`src/common/dma_chan_defs.svh`:
```
// constants of the per-channel control and status block
// assumes inclusion by bare name from the package and the design file
`ifndef DMA_CHAN_DEFS_SVH
`define DMA_CHAN_DEFS_SVH

`define ADDR_W            8
`define OFS_CTRL_B        8'h44
`define OFS_IRQ_EN_CLR    8'h4c
`define OFS_IRQ_EN_SET    8'h4d
`define OFS_IRQ_FLAGS     8'h4e
`define OFS_STATE         8'h4f
`define OFS_DESC_INFO     8'h50
`define BIT_PAUSE         2
`define BIT_DONE          1
`define BIT_FAULT         0
`define BIT_FETCH_FAULT   2
`define BIT_BUSY          1
`define BIT_WAITING       0
`define BIT_EV_ALLOW      3
`define EV_BEH_HI         2
`define CMD_LO            24
`define CMD_HI            25
`define FLAG_W            3
`define RESET_BYTE        8'h00
`define DESC_STRIDE_SHIFT 4

`endif

```
`src/common/dma_chan_pkg.sv`:
```
// types of the per-channel control and status block
// assumes the defs header is on the include path
`include "dma_chan_defs.svh"
`default_nettype none
package dma_chan_pkg;
   // event input behaviour encodings
   typedef enum logic [2:0] {
      no_action                = 3'h0,
      periodic_start_action    = 3'h1,
      conditional_start_action = 3'h2,
      conditional_block_action = 3'h3,
      ev_pause                 = 3'h4,
      ev_resume                = 3'h5,
      skip_next_pause          = 3'h6,
      ev_reserved              = 3'h7
   } event_in_behavior_e;

   // software command encodings
   typedef enum logic [1:0] {
      cmd_none   = 2'h0,
      cmd_pause  = 2'h1,
      cmd_resume = 2'h2,
      cmd_rsvd   = 2'h3
   } sw_command_e;

   // after block behaviour encodings
   typedef enum logic [1:0] {
      blk_none       = 2'h0,
      blk_irq        = 2'h1,
      blk_pause      = 2'h2,
      blk_pause_irq  = 2'h3
   } after_block_behavior_e;

   // channel activity, gray coded along idle, waiting, busy, paused
   typedef enum logic [1:0] {
      st_idle    = 2'b00,
      st_waiting = 2'b01,
      st_busy    = 2'b11,
      st_paused  = 2'b10
   } chan_state_e;
endpackage
`default_nettype wire

```
`src/hdl/dma_chan_ctl.sv`:
```
// per-channel event handling, interrupt enables, flags and status of a dma channel
// assumes the datapath reports beat/block/fetch events as one-cycle pulses on clk
//
// Behaviour
// [RULE1] with event allow clear all events are ignored, else configured action runs
// [RULE2] behaviour codes 1..3 give periodic, conditional and conditional block starts
// [RULE3] codes 4,5,6 pause, resume, skip next pause; code 7 does nothing
// [RULE4] allow bit and behaviour field exist only when built with event input
// [RULE5] clear view: writing one clears an enable, zero ignored, reads enables
// [RULE6] set view: writing one sets an enable, zero ignored, reads enables
// [RULE7] both views share pause bit2, done bit1, fault bit0 enables
// [RULE8] unused upper bits of enable, flag, status registers read zero
// [RULE9] writing one clears a flag, zero leaves it
// [RULE10] pause flag on pause block action, sw pause, pause event, bad descriptor
// [RULE11] done flag on block end with interrupt block action, never for none
// [RULE12] fault flag on beat bus error or invalid descriptor fetch
// [RULE13] descriptor fault status set on invalid fetch, cleared by sw resume
// [RULE14] busy set on transfer start, cleared on action end, bus error, disable
// [RULE15] waiting set on pending transfer, cleared on start, bus error, disable
// [RULE16] descriptor address is base plus channel number times 0x10
// [RULE17] sw command 1 pauses, 2 resumes, 0 and 3 do nothing
// [RULE18] block action 1 irq, 2 pause, 3 both, 0 nothing
// [RULE19] irq request high while any flag and its enable are both set
`include "dma_chan_defs.svh"
`default_nettype none
module dma_chan_ctl #(
   parameter int          CHAN_NUM     = 0,
   parameter bit          HAS_EVENT_IN = 1'b1
) (
   // clock and reset
   input  wire logic                             clk,
   input  wire logic                             rst,
   // register port
   input  wire logic [`ADDR_W-1:0]               reg_addr,
   input  wire logic [31:0]                      reg_wdata,
   input  wire logic                             reg_wr,
   input  wire logic                             reg_rd,
   output logic      [31:0]                      reg_rdata,
   // channel enable from the controller
   input  wire logic                             chan_enable,
   // event input from the routing fabric, same clock
   input  wire logic                             event_in,
   // datapath reports
   input  wire logic                             trigger_pending,
   input  wire logic                             transfer_start,
   input  wire logic                             action_done,
   input  wire logic                             beat_bus_error,
   input  wire logic                             block_done,
   input  wire dma_chan_pkg::after_block_behavior_e after_block_behavior,
   input  wire logic                             desc_invalid,
   input  wire logic [31:0]                      descriptor_table_base,
   input  wire logic [31:0]                      writeback_area_base,
   // requests to the datapath
   output logic                                  start_periodic,
   output logic                                  start_conditional,
   output logic                                  start_cond_block,
   output logic                                  chan_paused,
   output logic                                  pause_skip_armed,
   output logic [31:0]                           desc_addr,
   output logic [31:0]                           writeback_addr,
   // interrupt request
   output logic                                  irq
);
   import dma_chan_pkg::*;

   logic [`FLAG_W-1:0] irq_en;
   logic [`FLAG_W-1:0] flags;
   logic               fetch_fault;
   logic               busy;
   logic               waiting;
   logic               event_in_allow;
   event_in_behavior_e event_in_behavior;
   logic [31:0]        rdata_q;
   logic [`FLAG_W-1:0] next_irq_en;
   logic [`FLAG_W-1:0] next_flags;
   chan_state_e        chan_state_q;
   chan_state_e        next_chan_state;

   // 32-bit wide view of a field at the low bits, upper bits zero
   function automatic logic [31:0] low3(input logic [`FLAG_W-1:0] v);
      low3 = {29'h0000000, v};
   endfunction

   // channel stride into the descriptor tables
   function automatic logic [31:0] chan_ofs(input int unsigned n);
      chan_ofs = 32'(n) << `DESC_STRIDE_SHIFT;
   endfunction

   // address decode
   wire hit_ctrl   = reg_addr == `OFS_CTRL_B;
   wire hit_en_clr = reg_addr == `OFS_IRQ_EN_CLR;
   wire hit_en_set = reg_addr == `OFS_IRQ_EN_SET;
   wire hit_flags  = reg_addr == `OFS_IRQ_FLAGS;
   wire hit_state  = reg_addr == `OFS_STATE;
   wire hit_desc   = reg_addr == `OFS_DESC_INFO;
   wire [`FLAG_W-1:0] wbits = reg_wdata[`FLAG_W-1:0];

   // software command, acts only in the write cycle
   wire [1:0] cmd_field = reg_wdata[`CMD_HI:`CMD_LO];
   wire sw_pause  = reg_wr && hit_ctrl && cmd_field == cmd_pause;   // RULE17
   wire sw_resume = reg_wr && hit_ctrl && cmd_field == cmd_resume;  // RULE17

   // event decode; allow and behaviour are constant zero without event input
   wire ev_fire = event_in && event_in_allow;                                  // RULE1
   assign start_periodic    = ev_fire && event_in_behavior == periodic_start_action;  // RULE2
   assign start_conditional = ev_fire && event_in_behavior == conditional_start_action; // RULE2
   assign start_cond_block  = ev_fire && event_in_behavior == conditional_block_action; // RULE2
   wire evt_pause  = ev_fire && event_in_behavior == ev_pause;                 // RULE3
   wire evt_resume = ev_fire && event_in_behavior == ev_resume;                // RULE3
   wire ev_skip   = ev_fire && event_in_behavior == skip_next_pause;           // RULE3

   // block end outcome; a skip armed earlier swallows one pause action
   wire blk_wants_pause = block_done &&
                          (after_block_behavior == blk_pause ||
                           after_block_behavior == blk_pause_irq);             // RULE18
   wire blk_pause_now   = blk_wants_pause && !pause_skip_armed;
   wire blk_irq_now     = block_done &&
                          (after_block_behavior == blk_irq ||
                           after_block_behavior == blk_pause_irq);             // RULE11

   // flag set sources
   wire set_pause = blk_pause_now || sw_pause || evt_pause || desc_invalid;   // RULE10
   wire set_done  = blk_irq_now;                                              // RULE11
   wire set_fault = beat_bus_error || desc_invalid;                           // RULE12
   wire [`FLAG_W-1:0] flag_set = {set_pause, set_done, set_fault};
   wire [`FLAG_W-1:0] flag_clr = (reg_wr && hit_flags) ? wbits : `FLAG_W'(0); // RULE9

   // enables shared by both views
   always_comb begin
      next_irq_en = irq_en;
      if (reg_wr && hit_en_clr) begin
         next_irq_en = irq_en & ~wbits;           // RULE5 RULE7
      end else if (reg_wr && hit_en_set) begin
         next_irq_en = irq_en | wbits;            // RULE6 RULE7
      end
   end

   // a hardware set in the clearing cycle wins so no event is lost
   assign next_flags = (flags & ~flag_clr) | flag_set;   // RULE9

   // channel activity, pause/resume take priority over start/finish
   always_comb begin
      next_chan_state = chan_state_q;
      if (!chan_enable || beat_bus_error) begin
         next_chan_state = st_idle;                       // RULE14 RULE15
      end else if (set_pause) begin
         next_chan_state = st_paused;
      end else begin
         case (chan_state_q)
            st_idle: begin
               if (transfer_start) begin
                  next_chan_state = st_busy;              // RULE14
               end else if (trigger_pending) begin
                  next_chan_state = st_waiting;           // RULE15
               end
            end
            st_waiting: begin
               if (transfer_start) begin
                  next_chan_state = st_busy;              // RULE15
               end
            end
            st_busy: begin
               if (action_done) begin
                  next_chan_state = trigger_pending ? st_waiting : st_idle; // RULE14
               end
            end
            st_paused: begin
               if (sw_resume || evt_resume) begin
                  next_chan_state = st_idle;
               end
            end
            default: next_chan_state = st_idle;
         endcase
      end
   end

   assign busy        = chan_state_q == st_busy;
   assign waiting     = chan_state_q == st_waiting;
   assign chan_paused = chan_state_q == st_paused;

   // enables and flags
   always_ff @(posedge clk) begin
      if (rst) begin
         irq_en <= `FLAG_W'(`RESET_BYTE);
         flags  <= `FLAG_W'(`RESET_BYTE);
      end else begin
         irq_en <= next_irq_en;
         flags  <= next_flags;
      end
   end

   // channel state register
   always_ff @(posedge clk) begin
      if (rst) begin
         chan_state_q <= st_idle;
      end else begin
         chan_state_q <= next_chan_state;
      end
   end

   // fetch fault: set beats clear since an invalid fetch also pauses
   always_ff @(posedge clk) begin
      if (rst) begin
         fetch_fault <= 1'b0;
      end else if (desc_invalid) begin
         fetch_fault <= 1'b1;                    // RULE13
      end else if (sw_resume) begin
         fetch_fault <= 1'b0;                    // RULE13
      end
   end

   // skip arm: set by event, consumed by the next pause block action
   always_ff @(posedge clk) begin
      if (rst || !chan_enable) begin
         pause_skip_armed <= 1'b0;
      end else if (ev_skip) begin
         pause_skip_armed <= 1'b1;               // RULE3
      end else if (blk_wants_pause) begin
         pause_skip_armed <= 1'b0;
      end
   end

   // event configuration only exists when built with event input
   generate
      if (HAS_EVENT_IN) begin : g_ev
         always_ff @(posedge clk) begin
            if (rst) begin
               event_in_allow    <= 1'b0;
               event_in_behavior <= no_action;
            end else if (reg_wr && hit_ctrl) begin
               event_in_allow    <= reg_wdata[`BIT_EV_ALLOW];                       // RULE4
               event_in_behavior <= event_in_behavior_e'(reg_wdata[`EV_BEH_HI:0]);  // RULE4
            end
         end
      end else begin : g_no_ev
         assign event_in_allow    = 1'b0;        // RULE4
         assign event_in_behavior = no_action;   // RULE4
      end
   endgenerate

   // descriptor placement in memory
   assign desc_addr      = descriptor_table_base + chan_ofs(CHAN_NUM); // RULE16
   assign writeback_addr = writeback_area_base + chan_ofs(CHAN_NUM);   // RULE16

   // interrupt request; combinational from flag and enable flops
   assign irq = |(flags & irq_en);               // RULE19

   // read mux, unused upper bits read zero
   wire [`FLAG_W-1:0] state_bits = {fetch_fault, busy, waiting};
   wire [31:0] ctrl_view = {28'h0000000, event_in_allow, event_in_behavior};
   wire [31:0] rd_mux =
      hit_ctrl                  ? ctrl_view :
      (hit_en_clr | hit_en_set) ? low3(irq_en) :       // RULE8
      hit_flags                 ? low3(flags) :        // RULE8
      hit_state                 ? low3(state_bits) :   // RULE8
      hit_desc                  ? chan_ofs(CHAN_NUM) : 32'h00000000;

   // read data stands only in the cycle after the strobe
   always_ff @(posedge clk) begin
      if (rst) begin
         rdata_q <= 32'h00000000;
      end else begin
         rdata_q <= reg_rd ? rd_mux : 32'h00000000;
      end
   end
   assign reg_rdata = rdata_q;

   // checks
   a_flag_set_wins: assert property (@(posedge clk) disable iff (rst)
      set_pause |=> flags[`BIT_PAUSE]) else $error("pause flag lost"); // RULE10
   a_done_none: assert property (@(posedge clk) disable iff (rst)
      block_done && after_block_behavior == blk_none && !flags[`BIT_DONE]
      && !(reg_wr && hit_flags) |=> !flags[`BIT_DONE]) else $error("done flag on no action"); // RULE11
   a_fault_flag_set: assert property (@(posedge clk) disable iff (rst)
      beat_bus_error |=> flags[`BIT_FAULT] && !busy && !waiting) else $error("fault"); // RULE12
   a_w1c_flags: assert property (@(posedge clk) disable iff (rst)
      reg_wr && hit_flags && reg_wdata[`BIT_DONE] && !set_done |=> !flags[`BIT_DONE])
      else $error("flag not cleared"); // RULE9
   a_en_clear_view: assert property (@(posedge clk) disable iff (rst)
      reg_wr && hit_en_clr |=> irq_en == ($past(irq_en) & ~$past(wbits)))
      else $error("enable clear wrong"); // RULE5
   a_en_set_view: assert property (@(posedge clk) disable iff (rst)
      reg_wr && hit_en_set |=> irq_en == ($past(irq_en) | $past(wbits)))
      else $error("enable set wrong"); // RULE6
   a_ignore_events: assert property (@(posedge clk) disable iff (rst)
      !event_in_allow |-> !start_periodic && !start_conditional && !start_cond_block)
      else $error("event not ignored"); // RULE1
   a_fetch_fault: assert property (@(posedge clk) disable iff (rst)
      desc_invalid |=> fetch_fault && chan_paused) else $error("fetch fault"); // RULE13
   a_upper_zero: assert property (@(posedge clk) disable iff (rst)
      reg_rd && (hit_flags || hit_state || hit_en_set) |=> reg_rdata[31:`FLAG_W] == 0)
      else $error("upper bits set"); // RULE8
   a_irq_pair: assert property (@(posedge clk) disable iff (rst)
      $rose(flags[`BIT_FAULT]) && irq_en[`BIT_FAULT] |-> irq) else $error("irq missing"); // RULE19
   a_busy_disable: assert property (@(posedge clk) disable iff (rst)
      !chan_enable |=> !busy && !waiting) else $error("busy after disable"); // RULE14
endmodule
`default_nettype wire

```
`config.mk`:
```
export PLATFORM = sky130hd
export DESIGN_NAME = dma_chan_ctl
export DESIGN_NICKNAME = d
export VERILOG_FILES = /design/src/common/dma_chan_pkg.sv /design/src/hdl/dma_chan_ctl.sv
export VERILOG_INCLUDE_DIRS = /design/src /design/src/common
export SDC_FILE = /design/constraint.sdc
export NUM_CORES = 1
export LEC_CHECK = 0
export ABC_AREA = 1
export ABC_CLOCK_PERIOD_IN_PS = 1400
export BUFFER_PORTS_ARGS = -buffer_cell sky130_fd_sc_hd__buf_2
export CAP_MARGIN = 20
export CORE_MARGIN = 8
export CORE_UTILIZATION = 32
export DETAILED_ROUTE_END_ITERATION = 10
export GPL_TIMING_DRIVEN = 0
export PLACE_DENSITY = 0.81
export SETUP_SLACK_MARGIN = 0.02
export SYNTH_ARGS = -nofsm -noshare
export SYNTH_HDL_FRONTEND = slang
export SYNTH_SLANG_ARGS = --single-unit
```
`constraint.sdc`:
```
create_clock -name clk -period 1.4 [get_ports clk]
set_clock_uncertainty 0.05 [all_clocks]
set_input_delay 0.14 -clock clk [delete_from_list [all_inputs] [get_ports clk]]
set_output_delay 0.14 -clock clk [all_outputs]
set_load 0.02 [all_outputs]
```
==> flow_summary.yaml, run 1 <==
floorplan:
  die_x_microns: 89.0
  die_y_microns: 89.0
  initial_utilization_pct: 33.2
  ioPinCount: 220
  core_sq_mm: 0.00514
  die_area_sq_mm: 0.00793
  rows: 26
place:
  post-place-cells: 443
  gp_congestion: 0.838
  io_buffers: 101
  dpl.hpwl_mm: 5.03
logic_synthesis:
  ys_types: 27
  yosysSeqAreaShare_pct: 21.1
  ys_seq_elements: 18
  synth.most_common_cell: "buf_4"
  yosys-top-cells-area: "buf_4 40%, dfxtp_1 21%, inv_1 6.6%, nand2_1 6.2%, a21oi_1 4.7%"
  yosys-top-cells-count: "92 x buf_4, 30 x inv_1, 28 x nand2_1, 18 x dfxtp_1, 16 x a21oi_1"
  yosysTopAreaCellShare_pct: 40.5
  async_reset_ff_share_pct: 0
  synth_top_area_cell: "buf_4"
  synth_edf_count: 0
  synth_area_sq_mm: 0.00171
  synth_area_per_cell_sq_um: 6.97
  syn_inst: 245
  ys_warn_count: 0
  synth-main-ff-cell: "dfxtp_1"
flow_run:
  maxCapViolations: 0
min_path:
  hold_depth: 3
  hold_path_startpoint: "reg_wdata[3]"
  hold-path-endpoint: "event_in_allow"
  hold_path_class: "input port to flip-flop"
power:
  power_density_mw_per_mm2: 639
  power_leakage_uw: 0.00146
  p_seq_share_pct: 33.5
  p_clk_share_pct: 27.4
  switchingPower_uw: 526
  vdd_drop_max_mv: 0.383
  finalPower_uw: 1580
  power_frac_comb_pct: 39.1
  power.internal_uw: 1050
  p_sw_share_pct: 33.3
clock_tree:
  cts.sinks: 18
  cts_resized: 0
  worstSkewPairLatency_ps: 260
  cts_tree: "built"
  post-cts-setup-buffer-count: 0
  cts-root-buf: "clkbuf_8"
  cts_made_buffers: 3
  clkSlewWorstSetupHoldPaths_ps: 70
  h-tree-depth: 1
  hold_buffers: 0
  max-clock-path-buffers: 2
sta:
  rsz0062_at_grt: "yes"
  clock.fmax_mhz: 762
  period_share_pct: 93.7
  drv_slew: 0
  min_period_ps: 1310
  setup_viol: 0
  finalSetupTns_ps: 0
  whs_ps: 56.0
  finalHoldViolCount: 0
route:
  ant_nets: 0
  drt_pre_antenna_iters: 4
  routed_wl_mm: 5.49
  drc: 0
  vias: 1761
  drtIter0Drc: 33
  viasPerCell: 3.94
  wire_per_inst_microns: 12.3
global_routing:
  grt_usage_pct: 12.4
  grt_max_degree: 11
  grt_overflow_total: 0
  antenna_found_initial: 0
  grt_pass1_wl_mm: 7.80
  grt_pass1_vias: 1700
setup_path:
  cp-end-kind: "output pin"
  worst_r2r_path_depth: 7
  r2r_slack_ps: 160
  critPathKind: "flip-flop to output pin"
  r2r-end: "chan_state_q[1]"
  arrival_ps: 1120
  cp_data_required_time_ps: 1210
  cp_max_fo: 4
  r2r-start: "event_in_behavior[1]"
  critPathLaunchType: "flip-flop"
cells_and_area:
  synthToLayoutAreaGrowth_pct: 44.8
  final_nets: 496
  antenna-diode-count: 0
  final_layout_size_suffix_gt1_share_pct: 56.2
  final_util_pct: 48.1
  fill_cells: 539
  final_cells: 447
outcome:
  status: "finished, final reports clean"
## power groups by stage
stage / sequential, uW / combinational (uW) / clock [uW]
after floorplan: 539 / 464 / 0
final: 529 / 618 / 433
after global routing: 530 / 663 / 466
after global placement: 540 / 613 / 0
after CTS: 529 / 620 / 437
after detailed placement: 541 / 619 / 0
## per-layer routing
metal	vias to the layer above	GRT usage (%)	share of wire, %
met3	2	6.07	17
met5	-	0	0
met2	119	22.6	51
met1	729	12.8	32
li1	911	-	-
met4	0	1.51	0.18
## cell families after synthesis
logic type / after synthesis / synth area share, %
simple gates: 66 / 19.6
flops: 18 / 21.1
compound gates: 36 / 11.6
other cells: 1 / 0.220
buf+inv: 124 / 47.5
## how the worst max path moves through the flow
stage	slack, ps	end	startpoint
3_3_place_gp	110	flip-flop	reg_addr[7]
2_1_floorplan	120	chan_state_q[1]	chan_state_q[1]
4_1_cts	60	start_cond_block	event_in_allow
6_report	90	start_cond_block	event_in_behavior[0]
5_1_grt	20	start_cond_block	event_in_allow
3_5_place_dp	90	flip-flop	reg_addr[7]
## worst max-delay path, stage by stage, from the launching register on
cell     delay [ps]
dfxtp_1         390
inv_1           100
nor3_2          180
buf_2           190
## layout make-up
class | count | area (sq um) | share of cell area, %
sequential | 18 | 363 | 14.7
inverter | 32 | 120 | 4.86
timing repair buffer | 101 | 508 | 20.6
clock buffer | 4 | 55.1 | 2.23
buffer | 92 | 691 | 27.9
multi-input combinational | 130 | 647 | 26.2
tap | 70 | 87.6 | 3.54
## per-stage QoR
step | cell area, sq um | setup slack [ps]
after floorplan | 1810 | 117
after global placement | 2400 | 107
after detailed placement | 2400 | 94.5
after CTS | 2460 | 55.2
after global routing | 2470 | 23.9
final | 2470 | 88.2
## placed cells by master, fill, tap and decap left out
cell / count
inv_1: 30
a41oi_1: 1
nor3b_1: 1
nand2_1: 27
o21bai_1: 1
inv_2: 2
o21ai_0: 12
nor3_2: 1
buf_2: 100
o22ai_1: 1
o21ai_1: 1
nor2_4: 1
buf_4: 93
nand3_1: 6
nor3_1: 5
conb_1: 28
a21oi_1: 16
nand2_2: 4
a31oi_1: 1
nand4_1: 3
or2_1: 1
clkbuf_8: 4
dfxtp_1: 16
nor2_8: 2
nor2_2: 2
o21a_1: 1
o211ai_1: 1
nand2_4: 1
o221ai_1: 1
dfxtp_2: 2
nor2_1: 12
Power figures use the tool's default switching activity.
==> inputs of run 2 (changes only) <==
Settings changed: ABC_CLOCK_PERIOD_IN_PS 1400 to 1500.
Clock period 1.4 ns to 1.5 ns, I/O delays scaled along.
==> run 2 against run 1 <==
Against the previous run: register-to-register slack improved by 60 ps; count of clock-buffer cells in the layout unchanged; critical endpoint unchanged; clock power shrank 7.2%; flip-flop and latch count unchanged; first-iteration DRC count rose by 39%; total power fell by 6.8%; critical path depth unchanged; final area decreased by 0.56%.
==> flow_summary.yaml, run 2 (same netlist as run 1, synthesis figures left out) <==
outcome:
  status: "finished, final reports clean"
global_routing:
  grt_max_degree: 11
  grt_pass1_wl_mm: 7.80
  grt_overflow_total: 0
  antenna_found_initial: 0
  grt_pass1_vias: 1700
  grt_usage_pct: 12.4
floorplan:
  ioPinCount: 220
  initial_utilization_pct: 33.2
  rows: 26
  die_area_sq_mm: 0.00793
  die_y_microns: 89.0
  core_sq_mm: 0.00514
  die_x_microns: 89.0
place:
  place_ws_ps: 184
  post-place-cells: 443
  place_area_sq_mm: 0.00240
  gp_congestion: 0.838
  io_buffers: 101
  dpl.hpwl_mm: 5.03
setup_path:
  worstSetupStartpoint: "event_in_behavior[0]"
  arrival_ps: 1160
  r2r_slack_ps: 220
  r2r-end: "chan_state_q[1]"
  critical-path-max-stage-delay_ps: 400
  cp_top_family: "flip-flops"
  r2r-start: "chan_state_q[0]"
  cp_max_fo: 4
  slowest_stage: "dfxtp_1"
  cp-end-kind: "output pin"
  cp_data_required_time_ps: 1300
  critPathKind: "flip-flop to output pin"
  path_cells: "inv_1 -> nor3_1 -> buf_2"
  worst_r2r_path_depth: 6
  critPathLaunchType: "flip-flop"
  path_buf_inv: 2
clock_tree:
  cts_made_buffers: 3
  cts_tree: "built"
  worstSkewPairLatency_ps: 250
  max-clock-path-buffers: 2
  post-cts-setup-buffer-count: 0
  h-tree-depth: 1
  cts-root-buf: "clkbuf_8"
  cts.sinks: 18
  clkSlewWorstSetupHoldPaths_ps: 70
route:
  drc: 0
  wl_met2_mm: 2.79
  routed_wl_mm: 5.48
  dr.max_layer_used: "met4"
  drt_pre_antenna_iters: 4
  met3_length_microns: 903
  viasPerCell: 3.94
  ant_nets: 0
  vias: 1762
  wire_per_inst_microns: 12.3
  drtIter0Drc: 46
  wl_met1_mm: 1.78
sta:
  setup_viol: 0
  rsz0062_at_grt: "no"
  finalSetupTns_ps: 0
  setup_ws_ps: 143
  min_period_ps: 1360
  finalHoldViolCount: 0
  drv_slew: 0
  period_share_pct: 90.4
  clock.fmax_mhz: 737
power:
  power_frac_comb_pct: 39.1
  switchingPower_uw: 489
  p_seq_share_pct: 33.5
  power.internal_uw: 984
  p_sw_share_pct: 33.2
  power_leakage_uw: 0.00146
  vdd_drop_max_mv: 0.357
  p_clk_share_pct: 27.3
  power_density_mw_per_mm2: 599
cells_and_area:
  final_area_sq_mm: 0.00246
  final_cells: 447
  final_layout_size_suffix_gt1_share_pct: 55.2
  final_cell_mix: "101 x buf_2, 92 x buf_4, 30 x inv_1, 28 x nand2_1, 28 x conb_1"
  synthToLayoutAreaGrowth_pct: 44.0
  antenna-diode-count: 0
  final_common_cell: "buf_2"
  final_nets: 496
  final_util_pct: 47.8
min_path:
  hold_depth: 3
  hold-path-endpoint: "event_in_allow"
  hold_path_class: "input port to flip-flop"
  hold_path_startpoint: "reg_wdata[3]"
flow_run:
  maxCapViolations: 0
-- run 2: metal layers --
layer	global-route usage (%)	up-vias
met5	0	-
li1	-	908
met3	6.07	4
met4	1.51	0
met2	22.6	121
met1	12.8	729
-- run 2: timing repair --
item,CTS,global route
resized for setup,0,1
endpoints found under the setup margin,0,1
hold buffers,0,0
-- run 2: per-stage QoR --
step	total power [uW]	hold slack (ps)
6_report	1470	68.9
5_1_grt	1550	81.7
4_1_cts	1480	73.3
3_5_place_dp	1080	343
3_3_place_gp	1080	339
2_1_floorplan	936	169
-- run 2: how the worst max path moves through the flow --
stage,endpoint,slack [ps],cells after the start
global route,start_cond_block,50,5
detailed placement,flip-flop,180,9
global placement,flip-flop,200,9
CTS,start_cond_block,150,5
floorplan,chan_state_q[1],220,7
finish,start_cond_block,140,3
-- run 2: worst register-to-register path, delay by kind of cell, from the launching register on --
family | cells | cell delay, ps
flops | 1 | 440
compound gates | 1 | 80
simple gates | 4 | 540
buf+inv | 1 | 60
-- run 2: power by group through the flow --
stage	Sequential (uW)	Combinational, uW	Clock, uW
5_1_grt	495	618	435
3_3_place_gp	504	573	0
4_1_cts	494	578	408
3_5_place_dp	505	578	0
6_report	494	577	402
2_1_floorplan	503	433	0
-- run 2: area by class of cell --
type | instances | area [sq um]
fillers | 541 | 2680
plain buffers | 92 | 691
multi-input cells | 130 | 637
repair buffers | 101 | 505
flip-flops and latches | 18 | 362
inverters | 32 | 120
well taps | 70 | 87.6
clock buffers | 4 | 55.1
==> inputs of run 3 (changes only) <==
Settings changed: ABC_CLOCK_PERIOD_IN_PS 1500 to 1700, CORE_UTILIZATION 32 to 36, CTS_BUF_LIST set to sky130_fd_sc_hd__clkbuf_8, PLACE_DENSITY 0.81 to 0.9, REMOVE_ABC_BUFFERS set to 1.
Clock period 1.5 ns to 1.7 ns, I/O delays scaled along.
==> run 3 against run 2 <==
Against the previous run: critical path depth rose by 2; global-route usage rose by 3.0 points; flip-flop and latch count did not move; utilization fell by 17 points; count of clock-buffer cells in the layout did not move; clock power fell by 15%; critical path type unchanged.
==> flow_summary.yaml, run 3 (same netlist as run 1, synthesis figures left out) <==
floorplan:
  ioPinCount: 220
  die_area_sq_mm: 0.00720
  die_y_microns: 84.9
  die_x_microns: 84.9
  core_sq_mm: 0.00466
  rows: 25
  initial_utilization_pct: 36.6
sta:
  rsz0062_at_grt: "no"
  drv_slew: 0
  period_share_pct: 82.4
  finalHoldViolCount: 0
  min_period_ps: 1400
  setup_viol: 0
  clock.fmax_mhz: 714
  finalSetupTns_ps: 0
place:
  dpl.hpwl_mm: 5.05
  io_buffers: 37
  post-place-cells: 271
  gp_congestion: 0.805
cells_and_area:
  antenna-diode-count: 0
  final_cells: 275
  final_cell_mix: "37 x buf_2, 30 x inv_1, 28 x nand2_1, 28 x conb_1, 18 x dfxtp_1"
  final_layout_size_suffix_gt1_share_pct: 23.1
  final_common_cell: "buf_2"
  final_util_pct: 30.6
  synthToLayoutAreaGrowth_pct: -16.5
  fill_cells: 508
  final_nets: 340
global_routing:
  grt_pass1_vias: 1321
  grt_overflow_total: 0
  antenna_found_initial: 0
  grt_usage_pct: 15.4
  grt_pass1_wl_mm: 8.17
  grt_max_degree: 11
clock_tree:
  clkSlewWorstSetupHoldPaths_ps: 60
  post-cts-setup-buffer-count: 0
  h-tree-depth: 1
  cts_resized: 0
  cts_tree: "built"
  cts.sinks: 18
  hold_buffers: 0
  worstSkewPairLatency_ps: 250
  max-clock-path-buffers: 2
  cts_made_buffers: 3
  cts-root-buf: "clkbuf_8"
setup_path:
  arrival_ps: 1180
  cp-end-kind: "output pin"
  cp_data_required_time_ps: 1480
  cp_max_fo: 3
  critPathLaunchType: "flip-flop"
  critPathKind: "flip-flop to output pin"
route:
  ant_nets: 0
  wire_per_inst_microns: 20.8
  drt_pre_antenna_iters: 4
  routed_wl_mm: 5.71
  vias: 1283
  viasPerCell: 4.67
  drc: 0
  drtIter0Drc: 89
outcome:
  status: "finished, final reports clean"
power:
  vdd_drop_max_mv: 0.443
  power_density_mw_per_mm2: 663
  power_leakage_uw: 0.000747
flow_run:
  maxCapViolations: 0
min_path:
  hold_path_class: "input port to flip-flop"
## run 3: path summary, 6_finish.rpt
kind	cells after the start	to	slack [ps]	from
worst max register to register	7	chan_state_q[0]	460	chan_state_q[0]
worst min register to register	2	flip-flop	420	flip-flop
worst max-delay path	5	start_cond_block	300	event_in_allow
worst min-delay path	3	event_in_allow	100	reg_wdata[3]
## run 3: per-stage QoR
stage                     total power [uW]  setup WS (ps)  hold WS [ps]  area, sq um
after floorplan                        556            417           189         1120
after global placement                 605            411           290         1370
after detailed placement               608            374           290         1370
after CTS                              946            282           105         1430
after global routing                   998            172           114         1430
final                                  944            300           103         1430
## run 3: layout make-up
cell class	count	area [sq um]	share of cell area (%)
clock buffer	4	55.1	3.86
inverter	32	120	8.43
multi-input combinational	130	637	44.7
sequential	18	360	25.3
tap	54	67.6	4.74
timing repair buffer	37	185	13.0
## run 3: metal layers
metal  GRT usage, %  part of all wire [%]  vias up
li1               -                     -      599
met1           15.4                    35      532
met2           19.0                    37      148
met3           20.1                    27        4
met4           2.43                   1.1        0
met5           1.50                     0        -
## run 3: critical path, cell delays in order, from the launching register on
cell and delay (ps):
dfxtp_1 350, nand2_1 60, inv_1 70, nand2_1 80, nor3_1 180, buf_2 210
## run 3: report_power, final
part | internal [uW] | leakage (uW) | switching (uW) | total (uW)
registers | 430 | 0.000146 | 5.32 | 436
clock network | 205 | 0.0000288 | 135 | 341
logic | 45.1 | 0.000571 | 123 | 168
